`src/pkg/cmc_consts.svh`:
```
// register offsets, field positions, reset values and timing counts of the mode control block
`ifndef CMC_CONSTS_SVH
`define CMC_CONSTS_SVH
// ----------------------------------------------------------------
// register indexes (byte address is four times the index)
// ----------------------------------------------------------------
`define CMC_IDX_CTL0 2'h0
`define CMC_IDX_CTL1 2'h1
`define CMC_IDX_AUX 2'h2
`define CMC_IDX_TSTAMP 2'h3
// ----------------------------------------------------------------
// control register zero fields
// ----------------------------------------------------------------
`define CMC_C0_RECEIVED_FRAME_FLAG 7
`define CMC_C0_RECEIVER_ACTIVE 6
`define CMC_C0_STOPWAIT 5
`define CMC_C0_SYNC 4
`define CMC_C0_TIME 3
`define CMC_C0_WAKEUP_ENABLE 2
`define CMC_C0_SLEEP_REQUEST 1
`define CMC_C0_INIT_REQUEST 0
`define CMC_CTL0_RESET 8'h01
// ----------------------------------------------------------------
// control register one fields
// ----------------------------------------------------------------
`define CMC_C1_ENABLE 7
`define CMC_C1_CLOCK_SOURCE_SELECT 6
`define CMC_C1_LOOP 5
`define CMC_C1_LISTEN 4
`define CMC_C1_BUSOFF_RECOVERY_MODE 3
`define CMC_C1_WAKEUP_FILTER_MODE 2
`define CMC_C1_SLEEP_ACKNOWLEDGE 1
`define CMC_C1_INIT_ACKNOWLEDGE 0
`define CMC_CTL1_RESET 8'h11
// ----------------------------------------------------------------
// auxiliary register fields
// ----------------------------------------------------------------
`define CMC_AUX_RECOVER 0
// ----------------------------------------------------------------
// timing
// ----------------------------------------------------------------
`define CMC_MCLK_PERIOD_NS 4
`define CMC_WUP_FILTER_NS 2000
`define CMC_WUP_FILTER_CYC ((`CMC_WUP_FILTER_NS + `CMC_MCLK_PERIOD_NS - 1) / `CMC_MCLK_PERIOD_NS)
`define CMC_IDLE_RUN_BITS 11
`define CMC_BUSOFF_RUNS 128
`endif

```
`src/pkg/cmc_pkg.sv`:
```
// types shared by the mode control block
`default_nettype none
package cmc_pkg;
  // mode bits handed to the protocol engine
  typedef struct packed {
    logic module_enable;
    logic clock_source_select;
    logic loopback_self_test;
    logic listen_only;
    logic busoff_recovery_mode;
    logic wakeup_filter_mode;
  } cmc_mode_t;
  // timestamp written into a buffer
  typedef struct packed {
    logic        write;
    logic [15:0] value;
  } cmc_stamp_t;
  // wakeup filter phase
  typedef enum logic [0:0] {
    CMC_WUP_IDLE = 1'b0,
    CMC_WUP_DOM  = 1'b1
  } cmc_wup_state_t;
endpackage
`default_nettype wire

```
`src/hw/cmc_sync.sv`:
```
// two flip-flop synchroniser for asynchronous levels
`timescale 1ns/1ns
`default_nettype none
module cmc_sync #(
  parameter int WIDTH = 1,
  parameter logic [WIDTH-1:0] INIT = '1
) (
  input wire logic mclk,              // module clock
  input wire logic rst,               // synchronous reset
  input wire logic ce,                // clock enable
  input wire logic [WIDTH-1:0] d,     // asynchronous level
  output logic [WIDTH-1:0] q          // synchronised level
);
  logic [WIDTH-1:0] meta;
  // first stage feeds only the second
  always_ff @(posedge mclk) begin
    if (rst) begin
      meta <= INIT;
      q <= INIT;
    end else if (ce) begin
      meta <= d;
      q <= meta;
    end
  end
endmodule
`default_nettype wire

```
`src/hw/cmc_idle_counter.sv`:
```
// counts runs of consecutive recessive bits until a target number of runs is seen
`timescale 1ns/1ns
`default_nettype none
`include "cmc_consts.svh"
module cmc_idle_counter #(
  parameter int RUN_BITS = `CMC_IDLE_RUN_BITS
) (
  input wire logic mclk,              // module clock
  input wire logic rst,               // synchronous reset
  input wire logic ce,                // clock enable
  input wire logic clear,             // restart counting
  input wire logic bit_tick,          // one pulse per bit time
  input wire logic rx_bit,            // sampled bus level, 1 recessive
  input wire logic [7:0] target,      // number of runs needed
  output logic done                   // target reached, held until clear
);
  logic [3:0] run;
  logic [7:0] runs;
  wire run_full = (run == 4'(RUN_BITS - 1));
  wire run_end = bit_tick && rx_bit && run_full;
  // a dominant bit restarts the current run
  always_ff @(posedge mclk) begin
    if (rst || (ce && clear)) begin
      run <= 4'h0;
      runs <= 8'h00;
      done <= 1'b0;
    end else if (ce && bit_tick && !done) begin
      if (!rx_bit) begin
        run <= 4'h0;
      end else if (run_full) begin
        run <= 4'h0;
        runs <= runs + 8'h01;
        done <= ((runs + 8'h01) >= target);
      end else begin
        run <= run + 4'h1;
      end
    end
  end
endmodule
`default_nettype wire

```
`src/hw/cmc_mode_control.sv`:
```
// mode, handshake and timestamp control of a CAN controller with an Avalon-MM register slave
`timescale 1ns/1ns
`default_nettype none
`include "cmc_consts.svh"
// How it works
// - received-frame flag sets on any valid received frame outside loopback, cleared by writing one
// - receiver-active bit reads one while receiving, zero when transmitting or idle
// - stop-in-wait gates interface clocks in wait and forces transmit recessive in wait; stop always forces it recessive
// - read-only synchronized bit, set and cleared by the block itself
// - timer enable runs a 16-bit bit-rate counter stamping each frame
// - stamp is written at end of frame; no receive stamp in loopback
// - counter clears when disabled; timer enable held low in initialization
// - wakeup enable lets bus traffic end sleep; configure it before sleeping
// - sleep granted only when not receiving and transmit buffers empty
// - sleep request refused while wakeup flag set; wakeup clears request and ack
// - initialization request aborts traffic, drops sync, then acknowledge sets
// - initialization holds control zero at reset except wakeup, sleep, init bits
// - control one writable only while init request and acknowledge are both one
// - restart after 11 recessive bits, or 128 such runs if bus-off starts before the first run after init or recovery ends
// - transmit pin forced recessive at once when initialization is requested
// - module enable written once in normal mode, freely in special, only in init
// - clock source bit picks oscillator at zero, bus clock at one
// - loopback feeds transmitter to receiver, ignores receive pin, transmit recessive
// - listen-only receives but sends no acknowledge, error frame or message
// - bus-off recovery automatic or on request; wake mode picks filtered wakeup
module cmc_mode_control #(
  parameter int WUP_FILTER_CYC = `CMC_WUP_FILTER_CYC
) (
  input wire logic mclk,                      // 250 MHz module clock
  input wire logic rst,                       // synchronous reset, active high
  input wire logic ce,                        // clock enable, freezes state when low
  input wire logic [3:0] avs_address,         // byte address
  input wire logic avs_read,                  // read request
  input wire logic avs_write,                 // write request
  input wire logic [31:0] avs_writedata,      // write data
  input wire logic [3:0] avs_byteenable,      // byte lanes
  output logic [31:0] avs_readdata,           // read data
  output logic avs_waitrequest,               // high until the transfer is taken
  input wire logic bus_receive_pin,           // bus level from transceiver
  output logic bus_transmit_pin,              // bus drive, 1 recessive
  input wire logic eng_tx_bit,                // transmitter bit stream
  output logic eng_rx_bit,                    // bit stream into receiver
  input wire logic bit_tick,                  // one pulse per bit time
  input wire logic rx_active_in,              // receiver front end busy
  input wire logic tx_buffers_empty,          // no transmit buffer pending
  input wire logic rx_eof_valid,              // end of a valid received frame
  input wire logic tx_eof_valid,              // end of a valid transmitted frame
  input wire logic busoff_in,                 // engine is bus-off
  input wire logic wakeup_int_flag,           // wakeup flag in the flag register
  input wire logic cpu_wait,                  // cpu in wait mode
  input wire logic cpu_stop,                  // cpu in stop mode
  input wire logic special_mode,              // special system mode
  output cmc_pkg::cmc_mode_t mode,            // mode bits to the engine
  output cmc_pkg::cmc_stamp_t stamp,          // timestamp to the active buffer
  output logic engine_abort,                  // abort traffic, hold engine flags reset
  output logic bus_synchronized,              // engine may take part on the bus
  output logic busoff_recover,                // pulse, leave bus-off
  output logic wakeup_event,                  // pulse, bus activity ended sleep
  output logic iface_clock_stop               // gate interface clocks
);
  // ----------------------------------------------------------------
  // state
  // ----------------------------------------------------------------
  logic received_frame_flag;
  logic receiver_active;
  logic stop_in_wait;
  logic time_en;
  logic wakeup_enable;
  logic sleep_request;
  logic init_request;
  logic sleep_acknowledge;
  logic init_acknowledge;
  logic enable_written;
  logic recover_req;
  logic [15:0] ts_count;
  logic [$clog2(WUP_FILTER_CYC + 1)-1:0] wup_cnt;
  cmc_pkg::cmc_wup_state_t wup_state;
  logic rx_s;
  logic idle_done;

  // ----------------------------------------------------------------
  // pin synchroniser and idle run counter
  // ----------------------------------------------------------------
  cmc_sync #(.WIDTH(1), .INIT(1'b1)) u_rx_sync (
    .mclk(mclk),
    .rst(rst),
    .ce(ce),
    .d(bus_receive_pin),
    .q(rx_s)
  );

  wire idle_clear = init_request || busoff_recover;
  wire [7:0] idle_target = busoff_in ? 8'(`CMC_BUSOFF_RUNS) : 8'h01;
  cmc_idle_counter #(.RUN_BITS(`CMC_IDLE_RUN_BITS)) u_idle (
    .mclk(mclk),
    .rst(rst),
    .ce(ce),
    .clear(idle_clear),
    .bit_tick(bit_tick),
    .rx_bit(rx_s),
    .target(idle_target),
    .done(idle_done)
  );

  // ----------------------------------------------------------------
  // bus decode
  // ----------------------------------------------------------------
  wire [1:0] idx = avs_address[3:2];
  wire taken = ce && (avs_read || avs_write) && !avs_waitrequest;
  wire wr_lane = taken && avs_write && avs_byteenable[0];
  wire [7:0] wd = avs_writedata[7:0];
  wire wr_ctl0 = wr_lane && (idx == `CMC_IDX_CTL0);
  wire wr_ctl1 = wr_lane && (idx == `CMC_IDX_CTL1);
  wire wr_aux = wr_lane && (idx == `CMC_IDX_AUX);
  wire init_mode = init_request && init_acknowledge;
  wire run_mode = !init_request && !init_acknowledge;
  wire wr_ctl0_run = wr_ctl0 && run_mode;
  wire wr_ctl1_init = wr_ctl1 && init_mode;
  wire asleep = sleep_request && sleep_acknowledge;
  wire bus_idle = !rx_active_in && tx_buffers_empty;
  wire dominant = !rx_s;
  wire wup_filtered = (wup_state == cmc_pkg::CMC_WUP_DOM) && dominant
                      && (32'(wup_cnt) >= WUP_FILTER_CYC - 1);
  wire wake = ce && asleep && wakeup_enable && (mode.wakeup_filter_mode ? wup_filtered : dominant);
  wire force_recessive = init_request || mode.loopback_self_test || mode.listen_only
                         || (cpu_wait && stop_in_wait) || cpu_stop || asleep || !mode.module_enable;
  wire [7:0] ctl0_rd = {received_frame_flag, receiver_active, stop_in_wait, bus_synchronized,
                        time_en, wakeup_enable, sleep_request, init_request};
  wire [7:0] ctl1_rd = {mode.module_enable, mode.clock_source_select, mode.loopback_self_test,
                        mode.listen_only, mode.busoff_recovery_mode, mode.wakeup_filter_mode,
                        sleep_acknowledge, init_acknowledge};
  wire [31:0] rd_mux = (idx == `CMC_IDX_CTL0) ? {24'h000000, ctl0_rd} :
                       (idx == `CMC_IDX_CTL1) ? {24'h000000, ctl1_rd} :
                       (idx == `CMC_IDX_AUX) ? {31'h00000000, recover_req} :
                       {16'h0000, ts_count};
  wire stamp_now = time_en && (tx_eof_valid || (rx_eof_valid && !mode.loopback_self_test));

  // ----------------------------------------------------------------
  // avalon slave: one wait cycle, then the transfer is taken
  // ----------------------------------------------------------------
  always_ff @(posedge mclk) begin
    if (rst) begin
      avs_waitrequest <= 1'b1;
      avs_readdata <= 32'h00000000;
    end else if (ce) begin
      avs_waitrequest <= !((avs_read || avs_write) && avs_waitrequest);
      if ((avs_read || avs_write) && avs_waitrequest) begin
        avs_readdata <= rd_mux;
      end
    end
  end

  // ----------------------------------------------------------------
  // control register zero
  // ----------------------------------------------------------------
  always_ff @(posedge mclk) begin
    if (rst) begin
      received_frame_flag <= 1'b0;
      receiver_active <= 1'b0;
      stop_in_wait <= 1'b0;
      time_en <= 1'b0;
      wakeup_enable <= 1'b0;
      sleep_request <= 1'b0;
      init_request <= 1'b1;
    end else if (ce) begin
      receiver_active <= rx_active_in && !init_request;
      if (init_mode) begin
        received_frame_flag <= 1'b0;
        stop_in_wait <= 1'b0;
        time_en <= 1'b0;
      end else begin
        if (rx_eof_valid && !mode.loopback_self_test) begin
          received_frame_flag <= 1'b1;
        end else if (wr_ctl0_run && wd[`CMC_C0_RECEIVED_FRAME_FLAG]) begin
          received_frame_flag <= 1'b0;
        end
        if (wr_ctl0_run) begin
          stop_in_wait <= wd[`CMC_C0_STOPWAIT];
          time_en <= wd[`CMC_C0_TIME];
        end
      end
      if (wr_ctl0_run) begin
        wakeup_enable <= wd[`CMC_C0_WAKEUP_ENABLE];
      end
      if (wake) begin
        sleep_request <= 1'b0;
      end else if (wr_ctl0_run && wd[`CMC_C0_SLEEP_REQUEST] && !wakeup_int_flag) begin
        sleep_request <= 1'b1;
      end else if (wr_ctl0_run && !wd[`CMC_C0_SLEEP_REQUEST] && sleep_acknowledge) begin
        sleep_request <= 1'b0;
      end
      if (wr_ctl0 && wd[`CMC_C0_INIT_REQUEST]) begin
        init_request <= 1'b1;
      end else if (wr_ctl0 && init_acknowledge) begin
        init_request <= 1'b0;
      end
    end
  end

  // ----------------------------------------------------------------
  // handshakes and control register one
  // ----------------------------------------------------------------
  always_ff @(posedge mclk) begin
    if (rst) begin
      init_acknowledge <= 1'b1;
      sleep_acknowledge <= 1'b0;
      mode <= cmc_pkg::cmc_mode_t'(6'b000100);
      enable_written <= 1'b0;
    end else if (ce) begin
      init_acknowledge <= init_request;
      if (wake || !sleep_request) begin
        sleep_acknowledge <= 1'b0;
      end else if (bus_idle && !init_request) begin
        sleep_acknowledge <= 1'b1;
      end
      if (wr_ctl1_init) begin
        mode.clock_source_select <= wd[`CMC_C1_CLOCK_SOURCE_SELECT];
        mode.loopback_self_test <= wd[`CMC_C1_LOOP];
        mode.listen_only <= wd[`CMC_C1_LISTEN];
        mode.busoff_recovery_mode <= wd[`CMC_C1_BUSOFF_RECOVERY_MODE];
        mode.wakeup_filter_mode <= wd[`CMC_C1_WAKEUP_FILTER_MODE];
        if (special_mode || !enable_written) begin
          mode.module_enable <= wd[`CMC_C1_ENABLE];
          enable_written <= 1'b1;
        end
      end
    end
  end

  // ----------------------------------------------------------------
  // synchronisation and bus-off recovery
  // ----------------------------------------------------------------
  always_ff @(posedge mclk) begin
    if (rst) begin
      bus_synchronized <= 1'b0;
      busoff_recover <= 1'b0;
      recover_req <= 1'b0;
      engine_abort <= 1'b1;
    end else if (ce) begin
      engine_abort <= init_request;
      busoff_recover <= !init_request && busoff_in && idle_done && !busoff_recover
                        && (!mode.busoff_recovery_mode || recover_req);
      if (busoff_recover) begin
        recover_req <= 1'b0;
      end else if (wr_aux && wd[`CMC_AUX_RECOVER]) begin
        recover_req <= 1'b1;
      end
      if (init_request || busoff_in || !mode.module_enable) begin
        bus_synchronized <= 1'b0;
      end else if (idle_done) begin
        bus_synchronized <= 1'b1;
      end
    end
  end

  // ----------------------------------------------------------------
  // wakeup filter: dominant must last the filter time
  // ----------------------------------------------------------------
  always_ff @(posedge mclk) begin
    if (rst) begin
      wup_state <= cmc_pkg::CMC_WUP_IDLE;
      wup_cnt <= '0;
      wakeup_event <= 1'b0;
    end else if (ce) begin
      wakeup_event <= wake;
      unique case (wup_state)
        cmc_pkg::CMC_WUP_IDLE: begin
          wup_cnt <= '0;
          if (asleep && dominant) begin
            wup_state <= cmc_pkg::CMC_WUP_DOM;
          end
        end
        cmc_pkg::CMC_WUP_DOM: begin
          if (!asleep || !dominant) begin
            wup_state <= cmc_pkg::CMC_WUP_IDLE;
          end else if (32'(wup_cnt) < WUP_FILTER_CYC) begin
            wup_cnt <= wup_cnt + 1'b1;
          end
        end
      endcase
    end
  end

  // ----------------------------------------------------------------
  // timestamp counter and buffer stamp
  // ----------------------------------------------------------------
  always_ff @(posedge mclk) begin
    if (rst) begin
      ts_count <= 16'h0000;
      stamp <= '0;
    end else if (ce) begin
      if (!time_en) begin
        ts_count <= 16'h0000;
      end else if (bit_tick) begin
        ts_count <= ts_count + 16'h0001;
      end
      stamp.write <= stamp_now;
      stamp.value <= ts_count;
    end
  end

  // ----------------------------------------------------------------
  // pins, loopback path and clock gate
  // ----------------------------------------------------------------
  always_ff @(posedge mclk) begin
    if (rst) begin
      bus_transmit_pin <= 1'b1;
      eng_rx_bit <= 1'b1;
      iface_clock_stop <= 1'b0;
    end else if (ce) begin
      bus_transmit_pin <= force_recessive ? 1'b1 : eng_tx_bit;
      eng_rx_bit <= mode.loopback_self_test ? eng_tx_bit : rx_s;
      iface_clock_stop <= cpu_wait && stop_in_wait;
    end
  end

  // ----------------------------------------------------------------
  // checks
  // ----------------------------------------------------------------
  property p_received_frame_flag_set;
    @(posedge mclk) disable iff (rst) (ce && rx_eof_valid && !mode.loopback_self_test && !init_mode)
      |=> received_frame_flag;
  endproperty
  a_received_frame_flag_set: assert property (p_received_frame_flag_set) else $error("frame flag not set");

  property p_receiver_active;
    @(posedge mclk) disable iff (rst) (ce && !init_request) |=> (receiver_active == $past(rx_active_in));
  endproperty
  a_receiver_active: assert property (p_receiver_active) else $error("receiver active wrong");

  property p_wait_recessive;
    @(posedge mclk) disable iff (rst) (ce && (cpu_stop || (cpu_wait && stop_in_wait))) |=> bus_transmit_pin;
  endproperty
  a_wait_recessive: assert property (p_wait_recessive) else $error("transmit not recessive");

  property p_sync_drop;
    @(posedge mclk) disable iff (rst) (ce && init_request) |=> !bus_synchronized;
  endproperty
  a_sync_drop: assert property (p_sync_drop) else $error("sync kept in init");

  property p_timer_clear;
    @(posedge mclk) disable iff (rst) (ce && !time_en) |=> (ts_count == 16'h0000);
  endproperty
  a_timer_clear: assert property (p_timer_clear) else $error("timer not cleared");

  property p_no_loop_stamp;
    @(posedge mclk) disable iff (rst) (ce && rx_eof_valid && !tx_eof_valid && mode.loopback_self_test)
      |=> !stamp.write;
  endproperty
  a_no_loop_stamp: assert property (p_no_loop_stamp) else $error("stamp in loopback");

  property p_sleep_idle;
    @(posedge mclk) disable iff (rst) $rose(sleep_acknowledge) |-> $past(bus_idle && sleep_request);
  endproperty
  a_sleep_idle: assert property (p_sleep_idle) else $error("sleep granted while busy");

  property p_loopback;
    @(posedge mclk) disable iff (rst) (ce && mode.loopback_self_test) |=> (eng_rx_bit == $past(eng_tx_bit))
      && bus_transmit_pin;
  endproperty
  a_loopback: assert property (p_loopback) else $error("loopback path wrong");

  property p_init_ack;
    @(posedge mclk) disable iff (rst) (ce && init_request && !init_acknowledge) |=> init_acknowledge;
  endproperty
  a_init_ack: assert property (p_init_ack) else $error("init not acknowledged");
endmodule
`default_nettype wire

```
`config.mk`:
```
export PLATFORM = sky130hd
export DESIGN_NAME = cmc_mode_control
export DESIGN_NICKNAME = d
export VERILOG_FILES = /design/src/pkg/cmc_pkg.sv /design/src/hw/cmc_sync.sv /design/src/hw/cmc_idle_counter.sv /design/src/hw/cmc_mode_control.sv
export VERILOG_INCLUDE_DIRS = /design/src /design/src/pkg
export SDC_FILE = /design/constraint.sdc
export NUM_CORES = 1
export LEC_CHECK = 0
export ABC_AREA = 1
export BUFFER_PORTS_ARGS = -buffer_cell sky130_fd_sc_hd__buf_2
export CORE_UTILIZATION = 29
export DETAILED_ROUTE_END_ITERATION = 7
export GPL_TIMING_DRIVEN = 0
export PLACE_DENSITY = 0.53
export SYNTH_ARGS = -nofsm -noshare
export SYNTH_HDL_FRONTEND = slang
export SYNTH_SLANG_ARGS = --single-unit
```
`constraint.sdc`:
```
create_clock -name mclk -period 2 [get_ports mclk]
set_input_delay 0 -clock mclk [delete_from_list [all_inputs] [get_ports mclk]]
set_output_delay 0 -clock mclk [all_outputs]
set_load 0.03 [all_outputs]
```
# [After elaboration in Yosys (flattened, before gate mapping)]
# Cells that the tools add are included.
[word_totals] reg_bits=114
[op_classes] addsub=4 n_lt_le_gt_ge=3 n_eq_ne=6 n_mux=35 bitwise=1 n_reduce_logical=94
[op_table] cell="$mux 16" count=5
[op_table] cell="$logic_and 1x1->1" count=40
[op_table] cell="$mux 1" count=23
[op_table] cell="$reduce_and 2->1" count=11
[op_table] cell="$mux 9" count=2
[op_table] cell="$pmux 9 s2" count=1
[op_table] cell="$add 16x1->16 const B" count=1
[op_table] cell="$logic_not 1->1" count=16
[op_table] cell="$logic_or 1x1->1" count=16
[op_table] cell="$reduce_bool 2->1" count=5
[op_table] cell="$add 9x1->9 const B" count=1
[op_table] cell="$ge 9x9->1 const B" count=1
[op_table] cell="$lt 9x9->1 const B" count=1
[op_table] cell="$reduce_and 3->1" count=3
[op_table] cell="$add 8x1->8 const B" count=1
[op_table] cell="$ge 8x8->1" count=1
[op_table] cell="$mux 4" count=2
[op_table] cell="$mux 8" count=1
[op_table] cell="$reduce_bool 3->1" count=2
[op_table] cell="$add 4x1->4 const B" count=1
[op_table] cell="$eq 4x4->1 const B" count=1
[op_table] cell="$ne 2x2->1 const B" count=2
[op_table] cell="$eq 2x1->1 const B" count=1
[op_table] cell="$eq 2x2->1 const B" count=1
[op_table] cell="4 further kinds" count=4

# [Depth between registers and ports, before layout]
[depth] word_depth=12 ltp_mapped=12

# [By module]
# A second synthesis with hierarchy kept.
[hier_totals] cells_unflattened=627 area_unflattened_um2=4684.5
[modules_own_cells] module="cmc_mode_control" instances=1 cells_per_inst=492 area_each_um2=3694.8 seq_area_each_um2=1661.6
[modules_own_cells] module="cmc_idle_counter" instances=1 cells_per_inst=125 area_each_um2=917.1 seq_area_each_um2=260.2
[modules_own_cells] module="cmc_sync" instances=1 cells_per_inst=10 area_each_um2=72.6 seq_area_each_um2=40.0

# [Least setup slack after synthesis]
# OpenSTA, ideal clock, no wires.
[synth_path] path_kind="register -> register" startpoint="register engine_abort (netlist name)" endpoint="register mode[5] (netlist name)" setup_time_ns=0.122 t_arrival_ns=1.329 required_ns=1.878 slack_ns=0.549 path_stages_with_launch=6 n_path_buf=0 synth_period_minus_slack_ns=1.451 path_cell_list="dfxtp_1 > nand2_1 > nor3_2 > o21ai_0 > o21ai_0 > a21oi_1"
[synth_lines] item="end signal, assigned" line="cmc_mode_control.sv:207" source="mode <= cmc_pkg::cmc_mode_t'(6'b000100);"
[synth_lines] item="end, declared" line="cmc_mode_control.sv:53" source="output cmc_pkg::cmc_mode_t mode,"

# [Final worst setup path]
[layout_path] startpoint="register wup_cnt[0]" endpoint="register sleep_request"
[layout_via] elab_chain_cells=6 word_cells_on_any_way=7 classes_between="1 x order compare; 2 x mux; 4 x reduce/logical"
[layout_rtl] item="start, declared" line="cmc_mode_control.sv:76" source="logic [$clog2(WUP_FILTER_CYC + 1)-1:0] wup_cnt;"
[layout_rtl] item="start signal, assigned" line="cmc_mode_control.sv:277" source="wup_cnt <= wup_cnt + 1'b1;"
[layout_rtl] item="$ge 9x9->1 *" line="cmc_mode_control.sv:123" source="&& (32'(wup_cnt) >= WUP_FILTER_CYC - 1);"
[layout_rtl] item="$logic_and 1x1->1 *" line="cmc_mode_control.sv:123"
[layout_rtl] item="$mux 1 *" line="cmc_mode_control.sv:124" source="wire wake = ce && asleep && wakeup_enable && (mode.wakeup_filter_mode ? wup_filtered : dominant);"
[layout_rtl] item="$logic_and 1x1->1 *" line="cmc_mode_control.sv:124"
[layout_rtl] item="$reduce_bool 3->1 (no line)"
[layout_rtl] item="$reduce_and 2->1 (no line)"
[layout_rtl] item="end signal, assigned" line="cmc_mode_control.sv:163" source="sleep_request <= 1'b0;"
[layout_rtl] item="end signal, assigned" line="cmc_mode_control.sv:186" source="sleep_request <= 1'b0;"
[layout_rtl] item="end signal, assigned" line="cmc_mode_control.sv:188" source="sleep_request <= 1'b1;"
[layout_rtl] item="end, declared" line="cmc_mode_control.sv:69" source="logic sleep_request;"
# Every way passes the cells marked *; elsewhere a longest branch is shown, timed or not.
# A chain may end at the register's enable or synchronous reset.

==> results.sh <==
export IMPL_status="completed"
export IMPL_wl_per_cell_um=15.24
export IMPL_post_cts_setup_buffers=0
export IMPL_grt_ovfl_total=0
export IMPL_timing_final_crit_share_pct=91.91
export IMPL_crit_path_max_fanout=3
export IMPL_fmax_ghz=0.5440
export IMPL_crit_arrival_ps=2080
export IMPL_clock_path_buffers=2
export IMPL_leakage_nw=2.316
export IMPL_r2r_start="wup_cnt[0]$_SDFFE_PP0P_"
export IMPL_synth_cell_area_mm2=0.004448
export IMPL_finalSetupViolations=0
export IMPL_ys_async_sr_fraction_pct=0
export IMPL_final_antenna_net_count=0
export IMPL_portBuffers=74
export IMPL_cap_violations=0
export IMPL_antenna_cells=0
export IMPL_synth_seq_area_share_pct=44.11
export IMPL_hold_path_class="input port to register"
export IMPL_yosys_top_cells_count="dfxtp_1 (98), nand2_1 (87), a21oi_1 (75)"
export IMPL_drcViolationCount=0
export IMPL_hold_start="bit_tick"
export IMPL_htreeDepth=3
export IMPL_tightest_slew_ps=680.4
export IMPL_initial_core_util_pct=30.15
export IMPL_hold_path_depth=4
export IMPL_power_density_mw_per_mm2=821.2
export IMPL_slew_violations=0
export IMPL_drt_wl_total_um=13530
export IMPL_drive_above_1_share_pct=19.03
export IMPL_vias_per_cell=4.744
export IMPL_finClkSkew_ps=6.221
export IMPL_worst_ir_drop_vdd_mv=0.5184
export IMPL_finalHoldWorstSlack_ps=21.63
export IMPL_end_kind="register"
export IMPL_die_area_mm2=0.01584
export IMPL_grt_max_degree=16
export IMPL_syn_to_final_growth_pct=26.64
export IMPL_rr_worst_depth=8
export IMPL_fin_crit_ps=1838
export IMPL_grt_usage_pct=17.60
export IMPL_required_ps=2240
export IMPL_dpl_hpwl_um=10250
export IMPL_synth_top_cells_by_area="dfxtp_1 (44%), a21oi_1 (8.4%), nand2_1 (7.3%)"
export IMPL_nNetsFinal=763
export IMPL_die_w_um=125.8
export IMPL_antenna_found_initial=1
export IMPL_synth_cells=583
export IMPL_ioPinCount=120
export IMPL_numCtsBuffers=9
export IMPL_fin_ws_ps=161.9
export IMPL_synth_edf_count=0
export IMPL_grt_pass1_wl_um=21310
export IMPL_grt_pass1_vias=4059
export IMPL_path_class="register to register"
export IMPL_synth_top_cell_area_share_pct=44.11
export IMPL_hold_violations=0
export IMPL_yosysUniqueCellTypes=47
export IMPL_max_slew_margin_pct=54.64
export IMPL_r2r_end="sleep_request$_SDFFE_PP0P_"
export IMPL_cts_root_buf="clkbuf_16"
export IMPL_avgSynthCellArea_um2=7.630
export IMPL_yosysTopAreaCell="dfxtp_1"
export IMPL_cts_tree="yes"
export IMPL_min_to="ts_count[1]$_SDFFE_PP0P_"
export IMPL_placed_area_mm2=0.005105
export IMPL_cp_start_kind="register"
export IMPL_reg2reg_slack_ps=160
export IMPL_n_fill_cell=1543
export IMPL_multiInputGateArea_mm2=0.002103
export IMPL_fin_setup_tns_ps=0
export IMPL_pre_cts_ws_ps=379.2
export IMPL_vias=4213
export IMPL_synth_ff_type="dfxtp_1"
export IMPL_rows=44
export IMPL_die_h_um=125.8
export IMPL_rsz0062_at_grt="no"
export IMPL_synth_most_common_cell="dfxtp_1"
export IMPL_core_region_area_mm2=0.01475
export IMPL_gp_congestion=0.8287
export IMPL_ys_ff_latch=98
export IMPL_ys_warn_count=0
export IMPL_stdcell_area_mm2=0.005633
export IMPL_clk_transition_reported_paths_ps=70
export IMPL_cts_sinks=98
export IMPL_initialDrtViolationCount=310
export IMPL_clk_latency_ps=350
export IMPL_regArea_mm2=0.001962
export IMPL_first_pass_iters=5
worst max-delay path by stage:
| stage | startpoint | slack (ps) | cells past startpoint | endpoint |
|---|---|---|---|---|
| detailed placement | time_en$_SDFFE_PP0P_ | 380 | 4 | ts_count[9]$_SDFFE_PP0P_ |
| CTS | wup_cnt[0]$_SDFFE_PP0P_ | 170 | 8 | sleep_request$_SDFFE_PP0P_ |
| floorplan | engine_abort$_SDFFE_PP1P_ | 550 | 5 | mode[5]$_SDFFE_PP0P_ |
| global placement | u_idle.runs[2]$_SDFFE_PP0P_ | 390 | 9 | u_idle.done$_SDFFE_PP0P_ |
| finish | wup_cnt[0]$_SDFFE_PP0P_ | 160 | 8 | sleep_request$_SDFFE_PP0P_ |
| global route | wup_cnt[0]$_SDFFE_PP0P_ | 9 | 8 | sleep_request$_SDFFE_PP0P_ |
kinds of logic (layout without fill, tap and decap cells):
family | after synthesis | after routing | synth area share [%]
buffers and inverters | 98 | 204 | 9.874
and+or+nand+nor | 220 | 220 | 23.54
adders and majority gates | 7 | 7 | 1.969
other | 1 | 16 | 0.08431
xor gates and xnor gates | 8 | 8 | 1.575
AOI/OAI and AO/OA | 151 | 151 | 18.85
DFF | 98 | 98 | 44.11
power breakdown:
part           leakage [nW]  internal [mW]  switching [mW]
registers             0.796           1.99          0.0300
logic                  1.34          0.143           0.323
clock network         0.180           1.38           0.754
final cells by class:
cell class / instances / area share [%]
Buffer: 32 / 3.398
Clock inverter: 5 / 2.221
Inverter: 66 / 4.398
Clock buffer: 11 / 4.309
Multi-Input combinational cell: 402 / 37.34
Timing Repair Buffer: 90 / 9.418
Sequential cell: 98 / 34.83
Tap cell: 184 / 4.087
placed cells by master (no fill, tap or decap), drive strengths merged:
master / instances
nand4: 3
o22ai: 5
inv: 64
bufinv: 4
buf: 96
nand2: 91
a211oi: 8
o21a: 1
xor2: 7
a31oi: 1
a221oi: 4
nand3b: 1
xnor2: 1
a41oi: 1
dlygate4sd3: 16
a2bb2oi: 2
dfxtp: 98
ha: 7
conb: 16
and2: 1
clkbuf: 21
or3b: 1
nor4: 5
nand3: 37
a21oi: 76
nor3b: 5
o21ai: 51
o211ai: 1
clkinv: 3
a221o: 1
nor3: 15
nor2: 61
critical path: stages, from the launching register on:
cell and delay [ps]:
dfxtp_1 370, ha_1 220, inv_1 90, nand3_1 80, nand4_1 80, nand2_1 70, nand3_1 90, nor3b_1 160
dlygate4sd3_1 550
repair_timing:
item	CTS	global route
hold buffers	16	0
endpoints found under the setup margin	0	1
hold endpoints to repair	18	0
gates resized for setup	0	1
flip-flops by register name, summed over array words and instances (netlist names), 4 cells and up:
signal,count
stamp,17
mode,6
ts_count,16
wup_cnt,9
u_idle.run,4
u_idle.runs,8
avs_readdata,16
routing by layer:
metal / GRT usage [%] / share of wire (%) / vias up
met5: 0 / 0 / -
met4: 4.040 / 0.86 / 0
met3: 4.758 / 6.3 / 8
met2: 28.56 / 45 / 119
met1: 23.27 / 48 / 1930
li1: - / - / 2156
through the flow:
step                      total power [mW]  cells  util, %
after floorplan                      2.358    598        -
after global placement               2.505    856    34.60
after detailed placement             2.510    856    34.60
after CTS                            4.661    888    38.18
after global routing                 4.790    888    38.18
final                                4.626    888    38.18
(Power assumes the default switching activity.)
